$ cat src/rtl/ttr_pkg.sv
// Operation
// - engine area 0x0000-0x00FF forwarded to engine
// - engine registers at fixed word offsets
// - transmit length reads byte count, cleared on command
// - command write with bit0 zero starts transmit
// - command bit1 write selects receive verification
// - command bit0 reads transmit busy
// - command bit1 reads verification fail
// - reset bit0 resets test logic, self-clearing
// - reset bit8 write clears timeout latch
// - reset bit8 reads latched engine timeout
// - fifo status low half is receive fill
// - fifo status bit24 is transmit full
// - receive length reads byte count, cleared on command
// - read data and valid one clock later
// - byte enables ignored, full-word writes only
// - incrementing pattern, write held off while full
// - read enable inverts empty, data checked
`default_nettype none
package ttr_pkg;
    // ----------------------------------------
    // address map
    // ----------------------------------------
    localparam logic [15:0] ADDR_TX_LEN = 16'h1000;
    localparam logic [15:0] ADDR_CMD = 16'h1004;
    localparam logic [15:0] ADDR_RST = 16'h1008;
    localparam logic [15:0] ADDR_FIFO_STAT = 16'h100C;
    localparam logic [15:0] ADDR_RX_LEN = 16'h1010;
    localparam logic [7:0] AREA_ENGINE = 8'h00;
    localparam logic [7:0] AREA_TEST = 8'h10;
    localparam logic [7:0] ENG_OFS_RESET = 8'h00;
    localparam logic [7:0] ENG_OFS_CMD = 8'h04;
    localparam logic [7:0] ENG_OFS_PKT_LEN = 8'h28;
    localparam logic [7:0] ENG_OFS_SERVER_MODE = 8'h38;
    // ----------------------------------------
    // fields and reset values
    // ----------------------------------------
    localparam int CMD_START_BIT = 0;
    localparam int CMD_VERIFY_BIT = 1;
    localparam int RST_SOFT_BIT = 0;
    localparam int RST_TMO_BIT = 8;
    localparam int FS_FULL_BIT = 24;
    localparam int FILL_W = 16;
    localparam logic [31:0] BYTES_PER_WORD = 32'h0000_0004;
    localparam logic [31:0] TX_LEN_RST = 32'h0000_0000;
    localparam logic [31:0] WORD_ZERO = 32'h0000_0000;

    function automatic logic in_area(input logic [15:0] addr, input logic [7:0] area);
        in_area = (addr[15:8] == area);
    endfunction
endpackage
`default_nettype wire

$ cat src/rtl/ttr_bank.sv
`timescale 1ns/1ps
`default_nettype none
module ttr_bank import ttr_pkg::*; (
    input wire logic core_clk_i,
    input wire logic rst_b_i,
    input wire logic reg_wr_en_i,
    input wire logic reg_rd_req_i,
    input wire logic [15:0] reg_addr_i,
    input wire logic [31:0] reg_wr_data_i,
    input wire logic [3:0] register_byte_enables_i,
    output logic [31:0] reg_rd_data_o,
    output logic reg_rd_valid_o,
    output logic eng_reg_wr_en_o,
    output logic [7:0] eng_reg_addr_o,
    output logic [31:0] eng_reg_wr_data_o,
    input wire logic [31:0] eng_reg_rd_data_i,
    input wire logic engine_timeout_interrupt_i,
    input wire logic [15:0] rx_fifo_fill_count_i,
    input wire logic tx_fifo_full_i,
    output logic tx_fifo_write_enable_o,
    output logic [31:0] tx_fifo_data_o,
    input wire logic rx_fifo_empty_i,
    output logic rx_fifo_read_enable_o,
    input wire logic [31:0] rx_fifo_data_i
);
    // ----------------------------------------
    // reset release
    // ----------------------------------------
    logic [1:0] rst_sync_q;
    logic rst_n;

    always_ff @(posedge core_clk_i or negedge rst_b_i) begin
        if (!rst_b_i) begin
            rst_sync_q <= 2'b00;
        end else begin
            rst_sync_q <= {rst_sync_q[0], 1'b1};
        end
    end

    assign rst_n = rst_sync_q[1];

    // ----------------------------------------
    // state
    // ----------------------------------------
    typedef struct packed {
        logic [31:0] tx_len;
        logic verify_en;
        logic soft_rst;
        logic tmo_latch;
        logic [31:0] rd_data;
        logic rd_valid;
    } ttr_bank_state_t;

    ttr_bank_state_t q, d;

    logic eng_hit;
    logic test_hit;
    logic wr_test;
    logic cmd_wr;
    logic rst_wr;
    logic tx_busy;
    logic [31:0] tx_cnt;
    logic rx_fail;
    logic [31:0] rx_cnt;
    logic [31:0] rd_mux;

    assign eng_hit = in_area(reg_addr_i, AREA_ENGINE);
    assign test_hit = in_area(reg_addr_i, AREA_TEST);
    // byte enables are not decoded: every write lands as a full word
    assign wr_test = reg_wr_en_i & test_hit;
    assign cmd_wr = wr_test && (reg_addr_i == ADDR_CMD);
    assign rst_wr = wr_test && (reg_addr_i == ADDR_RST);

    // ----------------------------------------
    // engine forwarding
    // ----------------------------------------
    // passed through unregistered so engine read data meets the read mux
    assign eng_reg_wr_en_o = reg_wr_en_i & eng_hit;
    assign eng_reg_addr_o = reg_addr_i[7:0];
    assign eng_reg_wr_data_o = reg_wr_data_i;

    // ----------------------------------------
    // read mux
    // ----------------------------------------
    always_comb begin
        rd_mux = WORD_ZERO;
        if (eng_hit) begin
            rd_mux = eng_reg_rd_data_i;
        end else if (test_hit) begin
            unique case (reg_addr_i)
                ADDR_TX_LEN: rd_mux = tx_cnt;
                ADDR_CMD: begin
                    rd_mux[CMD_START_BIT] = tx_busy;
                    rd_mux[CMD_VERIFY_BIT] = rx_fail;
                end
                ADDR_RST: begin
                    rd_mux[RST_SOFT_BIT] = q.soft_rst;
                    rd_mux[RST_TMO_BIT] = q.tmo_latch;
                end
                ADDR_FIFO_STAT: begin
                    rd_mux[FILL_W-1:0] = rx_fifo_fill_count_i;
                    rd_mux[FS_FULL_BIT] = tx_fifo_full_i;
                end
                ADDR_RX_LEN: rd_mux = rx_cnt;
                default: rd_mux = WORD_ZERO;
            endcase
        end
    end

    // ----------------------------------------
    // next state
    // ----------------------------------------
    always_comb begin
        d = q;
        if (wr_test && reg_addr_i == ADDR_TX_LEN) begin
            d.tx_len = reg_wr_data_i;
        end
        if (cmd_wr) begin
            d.verify_en = reg_wr_data_i[CMD_VERIFY_BIT];
        end
        d.soft_rst = rst_wr & reg_wr_data_i[RST_SOFT_BIT];
        // a timeout seen in the clearing cycle wins over the clear
        d.tmo_latch = engine_timeout_interrupt_i
            | (q.tmo_latch & ~(rst_wr & reg_wr_data_i[RST_TMO_BIT]));
        d.rd_valid = reg_rd_req_i;
        if (reg_rd_req_i) begin
            d.rd_data = rd_mux;
        end
    end

    always_ff @(posedge core_clk_i or negedge rst_n) begin
        if (!rst_n) begin
            q <= '0;
            q.tx_len <= TX_LEN_RST;
        end else begin
            q <= d;
        end
    end

    assign reg_rd_data_o = q.rd_data;
    assign reg_rd_valid_o = q.rd_valid;

    // ----------------------------------------
    // data path
    // ----------------------------------------
    ttr_tx_gen u_tx_gen (
        .core_clk_i(core_clk_i),
        .rst_n_i(rst_n),
        .clear_i(cmd_wr | q.soft_rst),
        .start_i(cmd_wr & ~reg_wr_data_i[CMD_START_BIT]),
        .total_len_i(q.tx_len),
        .tx_fifo_full_i(tx_fifo_full_i),
        .busy_o(tx_busy),
        .byte_cnt_o(tx_cnt),
        .tx_fifo_write_enable_o(tx_fifo_write_enable_o),
        .tx_fifo_data_o(tx_fifo_data_o)
    );

    ttr_rx_chk u_rx_chk (
        .core_clk_i(core_clk_i),
        .rst_n_i(rst_n),
        .soft_rst_i(q.soft_rst),
        .cnt_clr_i(cmd_wr),
        .verify_en_i(q.verify_en),
        .rx_fifo_empty_i(rx_fifo_empty_i),
        .rx_fifo_data_i(rx_fifo_data_i),
        .rx_fifo_read_enable_o(rx_fifo_read_enable_o),
        .fail_o(rx_fail),
        .byte_cnt_o(rx_cnt)
    );

    // ----------------------------------------
    // checks
    // ----------------------------------------
    chk_rd_valid_delay: assert property (
        @(posedge core_clk_i) disable iff (!rst_n)
        reg_rd_req_i |=> reg_rd_valid_o && reg_rd_data_o == $past(rd_mux))
        else $error("read answer not one clock after request");
    chk_eng_forward: assert property (
        @(posedge core_clk_i) disable iff (!rst_n)
        (reg_wr_en_i && reg_addr_i[15:8] == AREA_ENGINE) |-> eng_reg_wr_en_o)
        else $error("engine area write not forwarded");
    chk_tx_cnt_clear: assert property (
        @(posedge core_clk_i) disable iff (!rst_n)
        cmd_wr |=> tx_cnt == WORD_ZERO)
        else $error("transmit count not cleared by command write");
    chk_start_busy: assert property (
        @(posedge core_clk_i) disable iff (!rst_n)
        (cmd_wr && !reg_wr_data_i[CMD_START_BIT]) |=> tx_busy
            ##1 (tx_busy || tx_cnt != 0 || $past(cmd_wr)))
        else $error("start command did not raise busy");
    chk_full_blocks_wr: assert property (
        @(posedge core_clk_i) disable iff (!rst_n)
        tx_fifo_full_i |-> !tx_fifo_write_enable_o)
        else $error("write while transmit fifo full");
    chk_rd_en_inverse: assert property (
        @(posedge core_clk_i) disable iff (!rst_n)
        rx_fifo_read_enable_o != rx_fifo_empty_i)
        else $error("read enable does not follow empty");
    chk_soft_rst_pulse: assert property (
        @(posedge core_clk_i) disable iff (!rst_n)
        (rst_wr && reg_wr_data_i[RST_SOFT_BIT] && !$past(rst_wr)) |=> q.soft_rst ##1 !q.soft_rst)
        else $error("soft reset bit did not self-clear");
    chk_tmo_latch_set: assert property (
        @(posedge core_clk_i) disable iff (!rst_n)
        engine_timeout_interrupt_i |=> q.tmo_latch)
        else $error("timeout not latched");
    chk_tmo_latch_clr: assert property (
        @(posedge core_clk_i) disable iff (!rst_n)
        (rst_wr && reg_wr_data_i[RST_TMO_BIT] && !engine_timeout_interrupt_i) |=> !q.tmo_latch)
        else $error("timeout latch not cleared");
    chk_fifo_status: assert property (
        @(posedge core_clk_i) disable iff (!rst_n)
        (reg_rd_req_i && reg_addr_i == ADDR_FIFO_STAT) |=>
            reg_rd_data_o[FILL_W-1:0] == $past(rx_fifo_fill_count_i)
            && reg_rd_data_o[FS_FULL_BIT] == $past(tx_fifo_full_i))
        else $error("fifo status read wrong");
    chk_hole_zero: assert property (
        @(posedge core_clk_i) disable iff (!rst_n)
        (reg_rd_req_i && reg_addr_i[15:8] == AREA_TEST && reg_addr_i > ADDR_RX_LEN) |=>
            reg_rd_data_o == WORD_ZERO)
        else $error("empty test offset read nonzero");

    // ----------------------------------------
    // register and counter checks
    // ----------------------------------------
    chk_eng_rd_select: assert property (
        @(posedge core_clk_i) disable iff (!rst_n)
        (reg_rd_req_i && eng_hit) |=> reg_rd_data_o == $past(eng_reg_rd_data_i))
        else $error("engine read data not returned");
    chk_eng_wr_pass: assert property (
        @(posedge core_clk_i) disable iff (!rst_n)
        eng_reg_wr_en_o |->
            eng_reg_addr_o == reg_addr_i[7:0] && eng_reg_wr_data_o == reg_wr_data_i)
        else $error("engine write offset or data altered");
    chk_tx_len_load: assert property (
        @(posedge core_clk_i) disable iff (!rst_n)
        (reg_wr_en_i && reg_addr_i == ADDR_TX_LEN) |=> q.tx_len == $past(reg_wr_data_i))
        else $error("transmit length not loaded as full word");
    chk_tx_len_hold: assert property (
        @(posedge core_clk_i) disable iff (!rst_n)
        !(reg_wr_en_i && reg_addr_i == ADDR_TX_LEN) |=> $stable(q.tx_len))
        else $error("transmit length changed without its write");
    chk_tx_len_read: assert property (
        @(posedge core_clk_i) disable iff (!rst_n)
        (reg_rd_req_i && reg_addr_i == ADDR_TX_LEN) |=> reg_rd_data_o == $past(tx_cnt))
        else $error("transmit length read not the byte count");
    chk_rx_len_read: assert property (
        @(posedge core_clk_i) disable iff (!rst_n)
        (reg_rd_req_i && reg_addr_i == ADDR_RX_LEN) |=> reg_rd_data_o == $past(rx_cnt))
        else $error("receive length read not the byte count");
    chk_cmd_busy_read: assert property (
        @(posedge core_clk_i) disable iff (!rst_n)
        (reg_rd_req_i && reg_addr_i == ADDR_CMD) |=>
            reg_rd_data_o[CMD_START_BIT] == $past(tx_busy))
        else $error("command read busy bit wrong");
    chk_cmd_fail_read: assert property (
        @(posedge core_clk_i) disable iff (!rst_n)
        (reg_rd_req_i && reg_addr_i == ADDR_CMD) |=>
            reg_rd_data_o[CMD_VERIFY_BIT] == $past(rx_fail))
        else $error("command read fail bit wrong");
    chk_tmo_read: assert property (
        @(posedge core_clk_i) disable iff (!rst_n)
        (reg_rd_req_i && reg_addr_i == ADDR_RST) |=>
            reg_rd_data_o[RST_TMO_BIT] == $past(q.tmo_latch))
        else $error("reset register read timeout bit wrong");
    chk_tmo_latch_hold: assert property (
        @(posedge core_clk_i) disable iff (!rst_n)
        (q.tmo_latch && !(rst_wr && reg_wr_data_i[RST_TMO_BIT])) |=> q.tmo_latch)
        else $error("timeout latch dropped without a clear");
    chk_verify_load: assert property (
        @(posedge core_clk_i) disable iff (!rst_n)
        cmd_wr |=> q.verify_en == $past(reg_wr_data_i[CMD_VERIFY_BIT]))
        else $error("verification select not loaded");
    chk_verify_hold: assert property (
        @(posedge core_clk_i) disable iff (!rst_n)
        !cmd_wr |=> $stable(q.verify_en))
        else $error("verification select changed without command");
    chk_soft_clr_tx: assert property (
        @(posedge core_clk_i) disable iff (!rst_n)
        (q.soft_rst && !cmd_wr) |=> !tx_busy && tx_cnt == WORD_ZERO)
        else $error("soft reset left generator running");
    chk_soft_clr_rx: assert property (
        @(posedge core_clk_i) disable iff (!rst_n)
        q.soft_rst |=> rx_cnt <= BYTES_PER_WORD)
        else $error("soft reset left receive count");
    chk_idle_cmd: assert property (
        @(posedge core_clk_i) disable iff (!rst_n)
        (cmd_wr && reg_wr_data_i[CMD_START_BIT]) |=> !tx_busy)
        else $error("command with bit0 set started transmit");
    chk_idle_no_wr: assert property (
        @(posedge core_clk_i) disable iff (!rst_n)
        !tx_busy |-> !tx_fifo_write_enable_o)
        else $error("fifo write while generator idle");
    chk_no_restart: assert property (
        @(posedge core_clk_i) disable iff (!rst_n)
        (!tx_busy && !cmd_wr) |=> !tx_busy)
        else $error("generator restarted without command");
    chk_tx_cnt_step: assert property (
        @(posedge core_clk_i) disable iff (!rst_n)
        (tx_fifo_write_enable_o && !cmd_wr && !q.soft_rst) |=>
            tx_cnt == $past(tx_cnt) + BYTES_PER_WORD)
        else $error("byte count did not step with a write");
    chk_tx_cnt_hold: assert property (
        @(posedge core_clk_i) disable iff (!rst_n)
        (!tx_fifo_write_enable_o && !cmd_wr && !q.soft_rst) |=> $stable(tx_cnt))
        else $error("byte count moved without a write");
    chk_rd_idle: assert property (
        @(posedge core_clk_i) disable iff (!rst_n)
        !reg_rd_req_i |=> !reg_rd_valid_o && $stable(reg_rd_data_o))
        else $error("read answer without request");
    chk_other_area_zero: assert property (
        @(posedge core_clk_i) disable iff (!rst_n)
        (reg_rd_req_i && !eng_hit && !test_hit) |=> reg_rd_data_o == WORD_ZERO)
        else $error("unmapped offset read nonzero");
endmodule
`default_nettype wire

$ cat src/rtl/ttr_rx_chk.sv
`timescale 1ns/1ps
`default_nettype none
module ttr_rx_chk import ttr_pkg::*; (
    input wire logic core_clk_i,
    input wire logic rst_n_i,
    input wire logic soft_rst_i,
    input wire logic cnt_clr_i,
    input wire logic verify_en_i,
    input wire logic rx_fifo_empty_i,
    input wire logic [31:0] rx_fifo_data_i,
    output logic rx_fifo_read_enable_o,
    output logic fail_o,
    output logic [31:0] byte_cnt_o
);
    typedef struct packed {
        logic en1;
        logic en2;
        logic [31:0] data;
        logic [31:0] exp_word;
        logic fail;
        logic [31:0] cnt;
    } ttr_rx_state_t;

    ttr_rx_state_t q, d;
    logic mismatch;

    always_comb begin
        d = q;
        d.en1 = ~rx_fifo_empty_i;
        d.en2 = q.en1;
        if (q.en1) begin
            d.data = rx_fifo_data_i;
        end
        mismatch = q.en2 && verify_en_i && (q.data != q.exp_word);
        if (soft_rst_i) begin
            d.exp_word = WORD_ZERO;
            d.fail = 1'b0;
        end else if (q.en2) begin
            d.exp_word = q.exp_word + 32'h0000_0001;
        end
        // a mismatch in the clearing cycle is kept
        if (mismatch) begin
            d.fail = 1'b1;
        end
        if (soft_rst_i || cnt_clr_i) begin
            d.cnt = WORD_ZERO;
        end
        if (q.en2) begin
            d.cnt = d.cnt + BYTES_PER_WORD;
        end
    end

    always_ff @(posedge core_clk_i or negedge rst_n_i) begin
        if (!rst_n_i) begin
            q <= '0;
        end else begin
            q <= d;
        end
    end

    assign rx_fifo_read_enable_o = ~rx_fifo_empty_i;
    assign fail_o = q.fail;
    assign byte_cnt_o = q.cnt;

    chk_rx_fail_set: assert property (
        @(posedge core_clk_i) disable iff (!rst_n_i)
        (q.en2 && verify_en_i && q.data != q.exp_word) |=> fail_o)
        else $error("mismatch did not raise fail");
    chk_rx_no_verify: assert property (
        @(posedge core_clk_i) disable iff (!rst_n_i)
        (!verify_en_i && !fail_o) |=> !fail_o)
        else $error("fail raised with verification off");
    chk_rx_cnt_clear: assert property (
        @(posedge core_clk_i) disable iff (!rst_n_i)
        cnt_clr_i |=> byte_cnt_o <= BYTES_PER_WORD)
        else $error("receive count not cleared");
endmodule
`default_nettype wire

$ cat src/rtl/ttr_tx_gen.sv
`timescale 1ns/1ps
`default_nettype none
module ttr_tx_gen import ttr_pkg::*; (
    input wire logic core_clk_i,
    input wire logic rst_n_i,
    input wire logic clear_i,
    input wire logic start_i,
    input wire logic [31:0] total_len_i,
    input wire logic tx_fifo_full_i,
    output logic busy_o,
    output logic [31:0] byte_cnt_o,
    output logic tx_fifo_write_enable_o,
    output logic [31:0] tx_fifo_data_o
);
    typedef struct packed {
        logic busy;
        logic [31:0] cnt;
    } ttr_tx_state_t;

    ttr_tx_state_t q, d;
    logic wr;
    logic [32:0] next_cnt;

    always_comb begin
        d = q;
        wr = q.busy & ~tx_fifo_full_i;
        next_cnt = {1'b0, q.cnt} + {1'b0, BYTES_PER_WORD};
        if (clear_i) begin
            d.busy = start_i;
            d.cnt = WORD_ZERO;
        end else if (wr) begin
            d.cnt = next_cnt[31:0];
            // 33-bit compare: a length near the top must not wrap the count
            if (next_cnt >= {1'b0, total_len_i}) begin
                d.busy = 1'b0;
            end
        end
    end

    always_ff @(posedge core_clk_i or negedge rst_n_i) begin
        if (!rst_n_i) begin
            q <= '0;
        end else begin
            q <= d;
        end
    end

    assign busy_o = q.busy;
    assign byte_cnt_o = q.cnt;
    assign tx_fifo_write_enable_o = wr;
    assign tx_fifo_data_o = {2'b00, q.cnt[31:2]};

    chk_tx_stop_at_len: assert property (
        @(posedge core_clk_i) disable iff (!rst_n_i)
        (!clear_i && wr && next_cnt >= {1'b0, total_len_i}) |=> !busy_o)
        else $error("generator kept running past programmed length");
    chk_tx_pattern_step: assert property (
        @(posedge core_clk_i) disable iff (!rst_n_i)
        (!clear_i && wr) |=> tx_fifo_data_o == $past(tx_fifo_data_o) + 32'h0000_0001)
        else $error("pattern did not increment after a write");
endmodule
`default_nettype wire

$ cat config.mk
export PLATFORM = sky130hd
export DESIGN_NAME = ttr_bank
export DESIGN_NICKNAME = d
export VERILOG_FILES = /design/src/rtl/ttr_pkg.sv /design/src/rtl/ttr_bank.sv /design/src/rtl/ttr_rx_chk.sv /design/src/rtl/ttr_tx_gen.sv
export SDC_FILE = /design/constraint.sdc
export NUM_CORES = 1
export LEC_CHECK = 0
export BUFFER_PORTS_ARGS = -buffer_cell sky130_fd_sc_hd__buf_2
export CAP_MARGIN = 20
export CELL_PAD_IN_SITES_DETAIL_PLACEMENT = 1
export CELL_PAD_IN_SITES_GLOBAL_PLACEMENT = 2
export CORE_UTILIZATION = 37
export DETAILED_ROUTE_END_ITERATION = 12
export PLACE_DENSITY_LB_ADDON = 0.08
export SLEW_MARGIN = 20
export SYNTH_ARGS = -nofsm -noshare
export SYNTH_HDL_FRONTEND = slang
export SYNTH_SLANG_ARGS = --single-unit
$ cat constraint.sdc
create_clock -name core_clk_i -period 15.2 [get_ports core_clk_i]
set_input_delay 0.76 -clock core_clk_i [delete_from_list [all_inputs] [get_ports core_clk_i]]
set_output_delay 0.76 -clock core_clk_i [all_outputs]
set_load 0.02 [all_outputs]
Word-level counts from Yosys, hierarchy flattened

Index checks and enable logic that the tools add are counted.

Register bits: 202
Output and inout port bits: 108

Add/sub/neg operators: 3
$lt $le $gt $ge: 1
Equal/unequal tests: 7
Muxes and demuxes: 19
Bitwise gates (word level): 13
Reductions and logical operators: 12

Operators by type and width:

| operator                                                                 | count |
|---|---|
| 32-bit 2-to-1 mux                                                        | 6 |
| 16-bit by 13-bit equality test with 1-bit output (second input constant) | 5 |
| 33-bit 2-to-1 mux                                                        | 2 |
| 32-bit by 3-bit adder with 33-bit output (second input constant)         | 1 |
| 33-bit by 32-bit greater-or-equal comparator with 1-bit output           | 1 |
| 32-bit by 1-bit adder with 32-bit output (second input constant)         | 1 |
| 32-bit by 3-bit adder with 32-bit output (second input constant)         | 1 |
| 32-bit inequality test                                                   | 1 |
| 7-bit case mux with 3 select lines                                       | 1 |
| 6-bit case mux with 3 select lines                                       | 1 |
| 8-bit case mux with 2 select lines                                       | 1 |
| 7-bit case mux with 2 select lines                                       | 1 |
| 8-bit by 5-bit equality test with 1-bit output (second input constant)   | 1 |
| 8-bit zero test                                                          | 1 |
| 1-bit case mux with 4 select lines                                       | 2 |
| 2-bit nonzero test                                                       | 4 |
| 1-bit AND                                                                | 7 |
| 1-bit logical AND                                                        | 5 |
| 1-bit case mux with 5 select lines                                       | 1 |
| 1-bit inverter                                                           | 4 |
| 1-bit 2-to-1 mux                                                         | 3 |
| 1-bit case mux with 3 select lines                                       | 1 |
| 1-bit bitwise OR                                                         | 2 |
| 2-bit AND reduction                                                      | 1 |
| 1-bit logical OR                                                         | 1 |

Longest topological paths before layout

Gate-level depths: netlist of run 1.

Word-level depth: 7
Gate-level depth with buffers: 15
Gate-level depth less buffers: 13

Hierarchy

From an unflattened synthesis of run 1, not the netlist that was laid out.

Cells, all modules: 1213
Area, all modules: 12002.8 um^2

Modules (own cells, without submodules):

| module     | instances | cells an instance | area each (um^2) | sequential area each (um^2) |
|---|---|---|---|---|
| ttr_rx_chk | 1         | 466               | 4967.3           | 2427.3 |
| ttr_bank   | 1         | 371               | 4028.9           | 1751.7 |
| ttr_tx_gen | 1         | 376               | 3006.6           | 775.7 |

Worst setup path after synthesis of run 1

OpenSTA, ideal clock, no wires.

Path kind: input-to-reg
From: in reg_addr_i[1]
To: reg u_rx_chk.q (netlist bit u_rx_chk.byte_cnt_o[18])
Setup time: 0.118 ns
Data arrival time: 3.370 ns
Data required time: 15.082 ns
Slack: 11.711 ns
Stages on the path: 14
Path through: or4_4 -> nor4b_1 -> nand3_1 -> nand2b_1 -> buf_2 -> buf_4 -> nor2_1 -> ha_1 -> and4_1 -> nand4_1 -> nor2_1 -> nand4_1 -> xor2_1 -> nor2_1

RTL lines:

| element              | RTL line         | RTL |
|---|---|---|
| start, declared      | ttr_bank.sv:8    | `input wire logic [15:0] reg_addr_i,` |
| end signal, assigned | ttr_rx_chk.sv:55 | `q <= '0;` |
| end signal, assigned | ttr_rx_chk.sv:57 | `q <= d;` |
| end, declared        | ttr_rx_chk.sv:24 | `ttr_rx_state_t q, d;` |

Final worst setup path of run 1

From: reg u_tx_gen.q (netlist bit u_tx_gen.byte_cnt_o[2])
To: reg u_tx_gen.q (netlist bit u_tx_gen.busy_o)

Word-level cells in the longest chain between the ends: 4

RTL lines:

| element                                                        | RTL line         | RTL |
|---|---|---|
| start, declared                                                | ttr_tx_gen.sv:20 | `ttr_tx_state_t q, d;` |
| start signal, assigned                                         | ttr_tx_gen.sv:42 | `q <= '0;` |
| start signal, assigned                                         | ttr_tx_gen.sv:44 | `q <= d;` |
| 32-bit by 3-bit adder with 33-bit output                       | ttr_tx_gen.sv:27 | `next_cnt = {1'b0, q.cnt} + {1'b0, BYTES_PER_WORD};` |
| 33-bit by 32-bit greater-or-equal comparator with 1-bit output | ttr_tx_gen.sv:34 | `if (next_cnt >= {1'b0, total_len_i}) begin` |
| 2-bit nonzero test (no source line)                            | -                |  |
| 2-bit AND reduction (no source line)                           | -                |  |

No other way between the ends.
A chain may end at the register's enable or synchronous reset.

==> results of run 1 <==
flip-flops by register name, indices dropped and copies added, names as in the netlist:
signal,cells
u_tx_gen.busy_o,1
q,35
rst_sync_q,2
u_rx_chk.byte_cnt_o,30
u_rx_chk.d,1
u_rx_chk.fail_o,1
reg_rd_valid_o,1
reg_rd_data_o,32
u_tx_gen.byte_cnt_o,30
u_rx_chk.q,65
cell type report:
| type | count | share of cell area, % |
|---|---|---|
| multi-input cells | 758 | 41.5 |
| clock inverters | 10 | 0.778 |
| repair buffers | 249 | 10.0 |
| inverters | 42 | 1.24 |
| well taps | 390 | 3.84 |
| clock buffers | 20 | 3.59 |
| flip-flops and latches | 198 | 39.0 |
placed cells by master (no fill, tap or decap), types with 17 or more instances in the layout:
cell / synthesis / layout
nand2_1: 57 / 57
xnor2_1: 46 / 46
nand4_1: 32 / 32
a21oi_1: 63 / 63
xor2_1: 100 / 100
dfrtp_1: 198 / 197
nand3_1: 48 / 48
inv_1: 41 / 41
a22oi_1: 29 / 29
buf_2: 8 / 240
ha_1: 33 / 33
nor2_1: 157 / 157
mux2_4: 30 / 30
clkbuf_16: 0 / 17
mux2_2: 36 / 36
metrics by stage:
stage                     hold slack (ns)  cells
final                              0.0815   1667
after CTS                          0.0552   1666
after global routing               0.0582   1667
after global placement              0.339   1636
after floorplan                     0.331   1127
after detailed placement            0.337   1636
kinds of logic after synthesis:
| family | synth area share (%) |
|---|---|
| xor+xnor | 11.4 |
| simple gates | 16.4 |
| buf+inv | 8.66 |
| flops | 44.3 |
| fa+ha+maj | 3.70 |
| mux | 7.84 |
| compound gates | 7.53 |
| other cells | 0.0672 |
worst max-delay path, cell delays in order (launching register included):
cell	delay, ns
dfrtp_1	0.51
ha_1	0.31
nand4_1	0.16
nor3_2	0.60
and3_1	0.37
nand2_1	0.10
xnor2_1	0.16
ha_1	0.33
nand4_1	0.19
nor4_1	0.54
a31oi_1	0.15
a41oi_1	0.44
o22ai_1	0.12
metal layers:
metal / part of all wire [%] / GRT usage, % / vias up
li1: - / - / 4054
met1: 44 / 26.0 / 4150
met2: 52 / 36.7 / 127
met3: 3.3 / 4.00 / 15
met4: 0.95 / 4.60 / 0
met5: 0 / 0 / -
power groups by stage:
stage               clock (mW)  sequential (mW)  combinational (mW)
floorplan                    0            0.624               0.122
global placement             0            0.637               0.161
detailed placement           0            0.638               0.166
CTS                      0.467            0.628               0.167
global route             0.483            0.637               0.184
finish                   0.452            0.628               0.163
how the worst min path moves through the flow:
stage	end	slack, ns	from	depth (start not counted)
4_1_cts	rst_sync_q[1]$_DFF_PN0_	0.06	rst_b_i	1
6_report	rst_sync_q[1]$_DFF_PN0_	0.08	rst_b_i	1
5_1_grt	rst_sync_q[1]$_DFF_PN0_	0.06	rst_b_i	1
2_1_floorplan	rst_sync_q[1]$_DFF_PN0_	0.33	rst_sync_q[0]$_DFF_PN0_	0
3_5_place_dp	rst_sync_q[1]$_DFF_PN0_	0.34	rst_sync_q[0]$_DFF_PN0_	0
3_3_place_gp	rst_sync_q[1]$_DFF_PN0_	0.34	rst_sync_q[0]$_DFF_PN0_	0
==> results.sh, run 1 <==
export IMPL_outcome="complete, no violations"
export IMPL_cts_path_max_buffers=2
export IMPL_grt_pass1_wl_um=49300
export IMPL_p_clk_share_pct=36.3
export IMPL_crit_type="reg2reg"
export IMPL_ant_nets=0
export IMPL_fmax_mhz=242
export IMPL_switching_power_mw=0.367
export IMPL_finalSetupTns_ns=0
export IMPL_avgRoutedWirePerCell_um=18.4
export IMPL_drive_above_1_share_pct=28.1
export IMPL_slew_headroom_pct=33.7
export IMPL_cp_max_fo=9
export IMPL_async_reset_ff_share_pct=100
export IMPL_timing_rr_end="u_tx_gen.busy_o$_DFFE_PN0P_"
export IMPL_yosysTopAreaCell="dfrtp_1"
export IMPL_antennaDiodeCount=0
export IMPL_r2r_slack_ns=11.07
export IMPL_worstRegToRegCells=12
export IMPL_grt_pass1_vias=8817
export IMPL_drt_iter0_drc=456
export IMPL_ys_ff_latch=198
export IMPL_grt_use_total_pct=20.8
export IMPL_antenna_found_initial=0
export IMPL_regArea_um2=4960
export IMPL_setup_violations=0
export IMPL_placed_area_um2=12100
export IMPL_routabilityCongestion=0.758
export IMPL_syn_inst=1126
export IMPL_grt_overflow=0
export IMPL_p_total_mw=1.24
export IMPL_cts_hold_fix_buffers=0
export IMPL_cts_tree="built"
export IMPL_cts_sinks=198
export IMPL_syn_avg_cell_area_um2=9.92
export IMPL_num_fill_cells=3442
export IMPL_arrival_ns=4.46
export IMPL_placementRows=63
export IMPL_clkTransAtPathRegs_ns=0.08
export IMPL_die_x_um=176
export IMPL_io_buffer_count=240
export IMPL_startpoint="u_tx_gen.byte_cnt_o[2]$_DFFE_PN0P_"
export IMPL_vias=8346
export IMPL_synth_distinct_cells=53
export IMPL_post_cts_buffers=0
export IMPL_powerDensity_nw_per_um2=97.8
export IMPL_fin_crit_sh_pct=27.2
export IMPL_synth_area_leaders="dfrtp_1 44%, xor2_1 7.8%, nor2_1 5.3%, buf_4 5.2%, mux2_4 4.0%"
export IMPL_rsz0062_at_grt="false"
export IMPL_max_cap_violations=0
export IMPL_yosysSeqAreaShare_pct=44.3
export IMPL_dieArea_um2=30900
export IMPL_p_int_mw=0.877
export IMPL_cts_resized=0
export IMPL_ioPinCount=247
export IMPL_p_comb_share_pct=13.1
export IMPL_swShare_pct=29.5
export IMPL_start_util_pct=37.7
export IMPL_coreArea_um2=29600
export IMPL_htree_levels=4
export IMPL_area_growth_syn_to_layout_pct=13.7
export IMPL_synth_top_area_share_pct=44.3
export IMPL_post_place_ws_ns=10.72
export IMPL_synth_edf_count=0
export IMPL_hold_class="in2async"
export IMPL_drt_pass1_iter_count=4
export IMPL_wl_um=30800
export IMPL_period_minus_slack_ns=4.13
export IMPL_numCtsBuffers=17
export IMPL_utilization_pct=42.9
export IMPL_die_h_um=176
export IMPL_required_ns=15.52
export IMPL_timing_final_ws_setup_ns=11.07
export IMPL_grt_max_degree=70
export IMPL_root_buffer="clkbuf_16"
export IMPL_slew_violations=0
export IMPL_final_cell_area_um2=12700
export IMPL_hold_viol=0
export IMPL_ys_top_cells_by_count="198 x dfrtp_1, 157 x nor2_1, 100 x xor2_1, 78 x buf_4, 63 x a21oi_1"
export IMPL_startpoint_type="flop"
export IMPL_p_seq_share_pct=50.5
export IMPL_ys_flop_type="dfrtp_1"
export IMPL_worstSetupEndpointType="flop"
export IMPL_post_drt_via_cell_ratio=5.01
export IMPL_synth_warnings=0
export IMPL_tightest_slew_ns=0.986
export IMPL_dp_hpwl_um=22700
export IMPL_timing_rr_start="u_tx_gen.byte_cnt_o[2]$_DFFE_PN0P_"
export IMPL_syn_area_um2=11200
export IMPL_drc=0
export IMPL_ir_worst_vdd_mv=0.0707
export IMPL_clk_latency_ns=0.46
export IMPL_finalNetCount=1438
export IMPL_leakagePower_nw=5.89
export IMPL_cp_endpoint="u_tx_gen.busy_o$_DFFE_PN0P_"
export IMPL_finClkSkew_ns=0.0153
export IMPL_multi_input_area_um2=5270
export IMPL_yosysMostFrequentCell="dfrtp_1"
Power figures use the tool's default switching activity.
==> inputs of run 2 (changes only) <==
- CORE_UTILIZATION: 37 -> 31
- clock period: 15.2 -> 3.4 ns (I/O delays scaled with it)
==> run 2 against run 1 <==
  * Combinational power rose to 5.0 times the previous value
  * Design area up 10%
  * Fmax grew 32%
  * Die area rose by 19%
  * Largest power group unchanged
  * Sequential cell count is the same
  * Largest cell class unchanged
  * Hold slack worse by 0.057 ns
  * Global-route usage down 1.7 points
  * Critical path depth is 3 higher
  * Critical endpoint unchanged
  * Highest routed layer is now met5
==> results.sh, run 2 (same netlist as run 1, synthesis figures left out) <==
export IMPL_timing_rr_start="u_tx_gen.byte_cnt_o[3]$_DFFE_PN0P_"
export IMPL_num_fill_cells=4057
export IMPL_p_seq_share_pct=48.7
export IMPL_largest_reg_flops=65
export IMPL_min_from="eng_reg_rd_data_i[28]"
export IMPL_swShare_pct=28.7
export IMPL_grt_use_total_pct=19.1
export IMPL_vias=8966
export IMPL_dp_hpwl_um=25200
export IMPL_dieArea_um2=36800
export IMPL_cpPeakStageDelay_ns=0.39
export IMPL_timing_final_ws_setup_ns=0.269
export IMPL_multi_input_area_um2=5290
export IMPL_avgRoutedWirePerCell_um=18.3
export IMPL_regArea_um2=4960
export IMPL_max_cap_violations=0
export IMPL_cp_max_fo=9
export IMPL_coreArea_um2=35500
export IMPL_timing_rr_end="u_tx_gen.busy_o$_DFFE_PN0P_"
export IMPL_start_util_pct=31.5
export IMPL_worstRegToRegCells=15
export IMPL_period_minus_slack_ns=3.13
export IMPL_numCtsBuffers=17
export IMPL_ir_worst_vdd_mv=0.359
export IMPL_required_ns=3.77
export IMPL_post_place_ws_ns=0.0832
export IMPL_powerDensity_nw_per_um2=413
export IMPL_leakagePower_nw=6.48
export IMPL_worstSetupEndpointType="flop"
export IMPL_hold_end="reg_rd_data_o[28]$_DFFE_PN0P_"
export IMPL_critPathBufInv=2
export IMPL_switching_power_mw=1.66
export IMPL_grt_pass1_wl_um=52700
export IMPL_fmax_mhz=319
export IMPL_cpMaxStageDelayCell="dfrtp_1"
export IMPL_placed_area_um2=12600
export IMPL_final_cell_area_um2=14000
export IMPL_antennaDiodeCount=0
export IMPL_cts_sinks=198
export IMPL_grt_max_degree=58
export IMPL_area_growth_syn_to_layout_pct=25.3
export IMPL_ioPinCount=247
export IMPL_die_h_um=192
export IMPL_fin_crit_sh_pct=92.1
export IMPL_clk_latency_ns=0.45
export IMPL_hold_class="in2reg"
export IMPL_wl_um=34100
export IMPL_layout_common_cells="240 x buf_2, 196 x dfrtp_1, 156 x nor2_1"
export IMPL_htree_levels=4
export IMPL_crit_family="simple AND/OR/NAND/NOR gates"
export IMPL_finClkSkew_ns=0.0140
export IMPL_crit_type="reg2reg"
export IMPL_p_int_mw=4.12
export IMPL_antenna_found_initial=1
export IMPL_root_buffer="clkbuf_16"
export IMPL_drt_pass1_iter_count=4
export IMPL_final_common_cell="buf_2"
export IMPL_io_buffer_count=240
export IMPL_drive_above_1_share_pct=29.0
export IMPL_arrival_ns=3.50
export IMPL_whs_path_depth=3
export IMPL_grt_pass1_vias=9360
export IMPL_slew_violations=0
export IMPL_routabilityCongestion=0.761
export IMPL_p_comb_share_pct=14.0
export IMPL_post_drt_via_cell_ratio=4.81
export IMPL_cts_tree="built"
export IMPL_crit_path_cell_trace="ha_2 > nand4_1 > nor3_2 > buf_4 > nand3_1 > nor2_1 > xor2_1 > ha_1 > nand4_1 > nor3_1 > a221o_1 > a31oi_1 > a41oi_1 > buf_4 > o22ai_1"
export IMPL_tightest_slew_ns=0.790
export IMPL_cts_path_max_buffers=2
export IMPL_placementRows=69
export IMPL_outcome="complete, no violations"
export IMPL_p_clk_share_pct=37.3
export IMPL_regMostFlops="u_rx_chk.q"
export IMPL_grt_overflow=0
export IMPL_die_x_um=192
export IMPL_startpoint_type="flop"
export IMPL_finalNetCount=1561
export IMPL_r2r_slack_ns=0.27
export IMPL_setup_violations=0
export IMPL_drt_iter0_drc=196
export IMPL_utilization_pct=39.5
export IMPL_slew_headroom_pct=47.4
export IMPL_ant_nets=0
export IMPL_drc=0
export IMPL_hold_viol=0
export IMPL_clkTransAtPathRegs_ns=0.07
[run 2: worst max-delay path by stage]
stage / cells after the start / end / start / slack (ns)
after floorplan: 0 / q[33]$_DFF_PN0_ / rst_sync_q[1]$_DFF_PN0_ / 0.14
after global placement: 15 / u_tx_gen.busy_o$_DFFE_PN0P_ / u_tx_gen.byte_cnt_o[3]$_DFFE_PN0P_ / 0.18
after detailed placement: 15 / u_tx_gen.busy_o$_DFFE_PN0P_ / u_tx_gen.byte_cnt_o[3]$_DFFE_PN0P_ / 0.08
after CTS: 15 / u_tx_gen.busy_o$_DFFE_PN0P_ / u_tx_gen.byte_cnt_o[3]$_DFFE_PN0P_ / 0.05
after global routing: 15 / u_tx_gen.busy_o$_DFFE_PN0P_ / u_tx_gen.byte_cnt_o[3]$_DFFE_PN0P_ / -0.01
final: 15 / u_tx_gen.busy_o$_DFFE_PN0P_ / u_tx_gen.byte_cnt_o[3]$_DFFE_PN0P_ / 0.27
[run 2: worst reg2reg max path, delay by kind of cell, from the launching register on]
kind                     cells  cell delay, ns
AND/OR/NAND/NOR              6            0.89
AO/OA/AOI/OAI                4            0.72
adder cells (fa/ha/maj)      2            0.50
flip-flops                   1            0.39
buffers and inverters        2            0.36
XOR/XNOR                     1            0.20
[run 2: power by group through the flow]
| stage | logic (mW) | registers (mW) | clock network, mW |
|---|---|---|---|
| 2_1_floorplan | 0.547 | 2.79 | 0 |
| 3_3_place_gp | 0.741 | 2.86 | 0 |
| 3_5_place_dp | 0.759 | 2.86 | 0 |
| 4_1_cts | 0.831 | 2.82 | 2.24 |
| 5_1_grt | 0.911 | 2.85 | 2.31 |
| 6_report | 0.809 | 2.81 | 2.15 |
[run 2: per-layer routing]
layer / track usage, % / wire length (µm)
met1: 22.3 / 14200
met2: 35.6 / 18700
met3: 3.71 / 1010
met4: 4.03 / 284
met5: 0 / 8
[run 2: area by class of cell]
cell class	instances	area share [%]
Multi-Input combinational cell	758	37.8
Sequential cell	198	35.4
Timing Repair Buffer	372	17.3
Tap cell	461	4.12
Clock buffer	20	3.19
Inverter	42	1.13
Clock inverter	12	1.10
[run 2: what timing repair did]
item                                   CTS  global route
gates resized for setup                  0             5
hold buffers                            81             0
buffers inserted                         0             2
setup endpoints to repair                0             1
endpoints found under the hold margin   78             0
[run 2: metrics by stage]
step | power [mW] | std cells | hold slack [ns] | TNS (ns)
floorplan | 3.34 | 1127 | -0.126 | 0
global placement | 3.60 | 1748 | -0.0424 | 0
detailed placement | 3.62 | 1748 | -0.0424 | 0
CTS | 5.89 | 1861 | 0.000464 | 0
global route | 6.07 | 1863 | 0.0191 | -0.0109
finish | 5.78 | 1863 | 0.0245 | 0
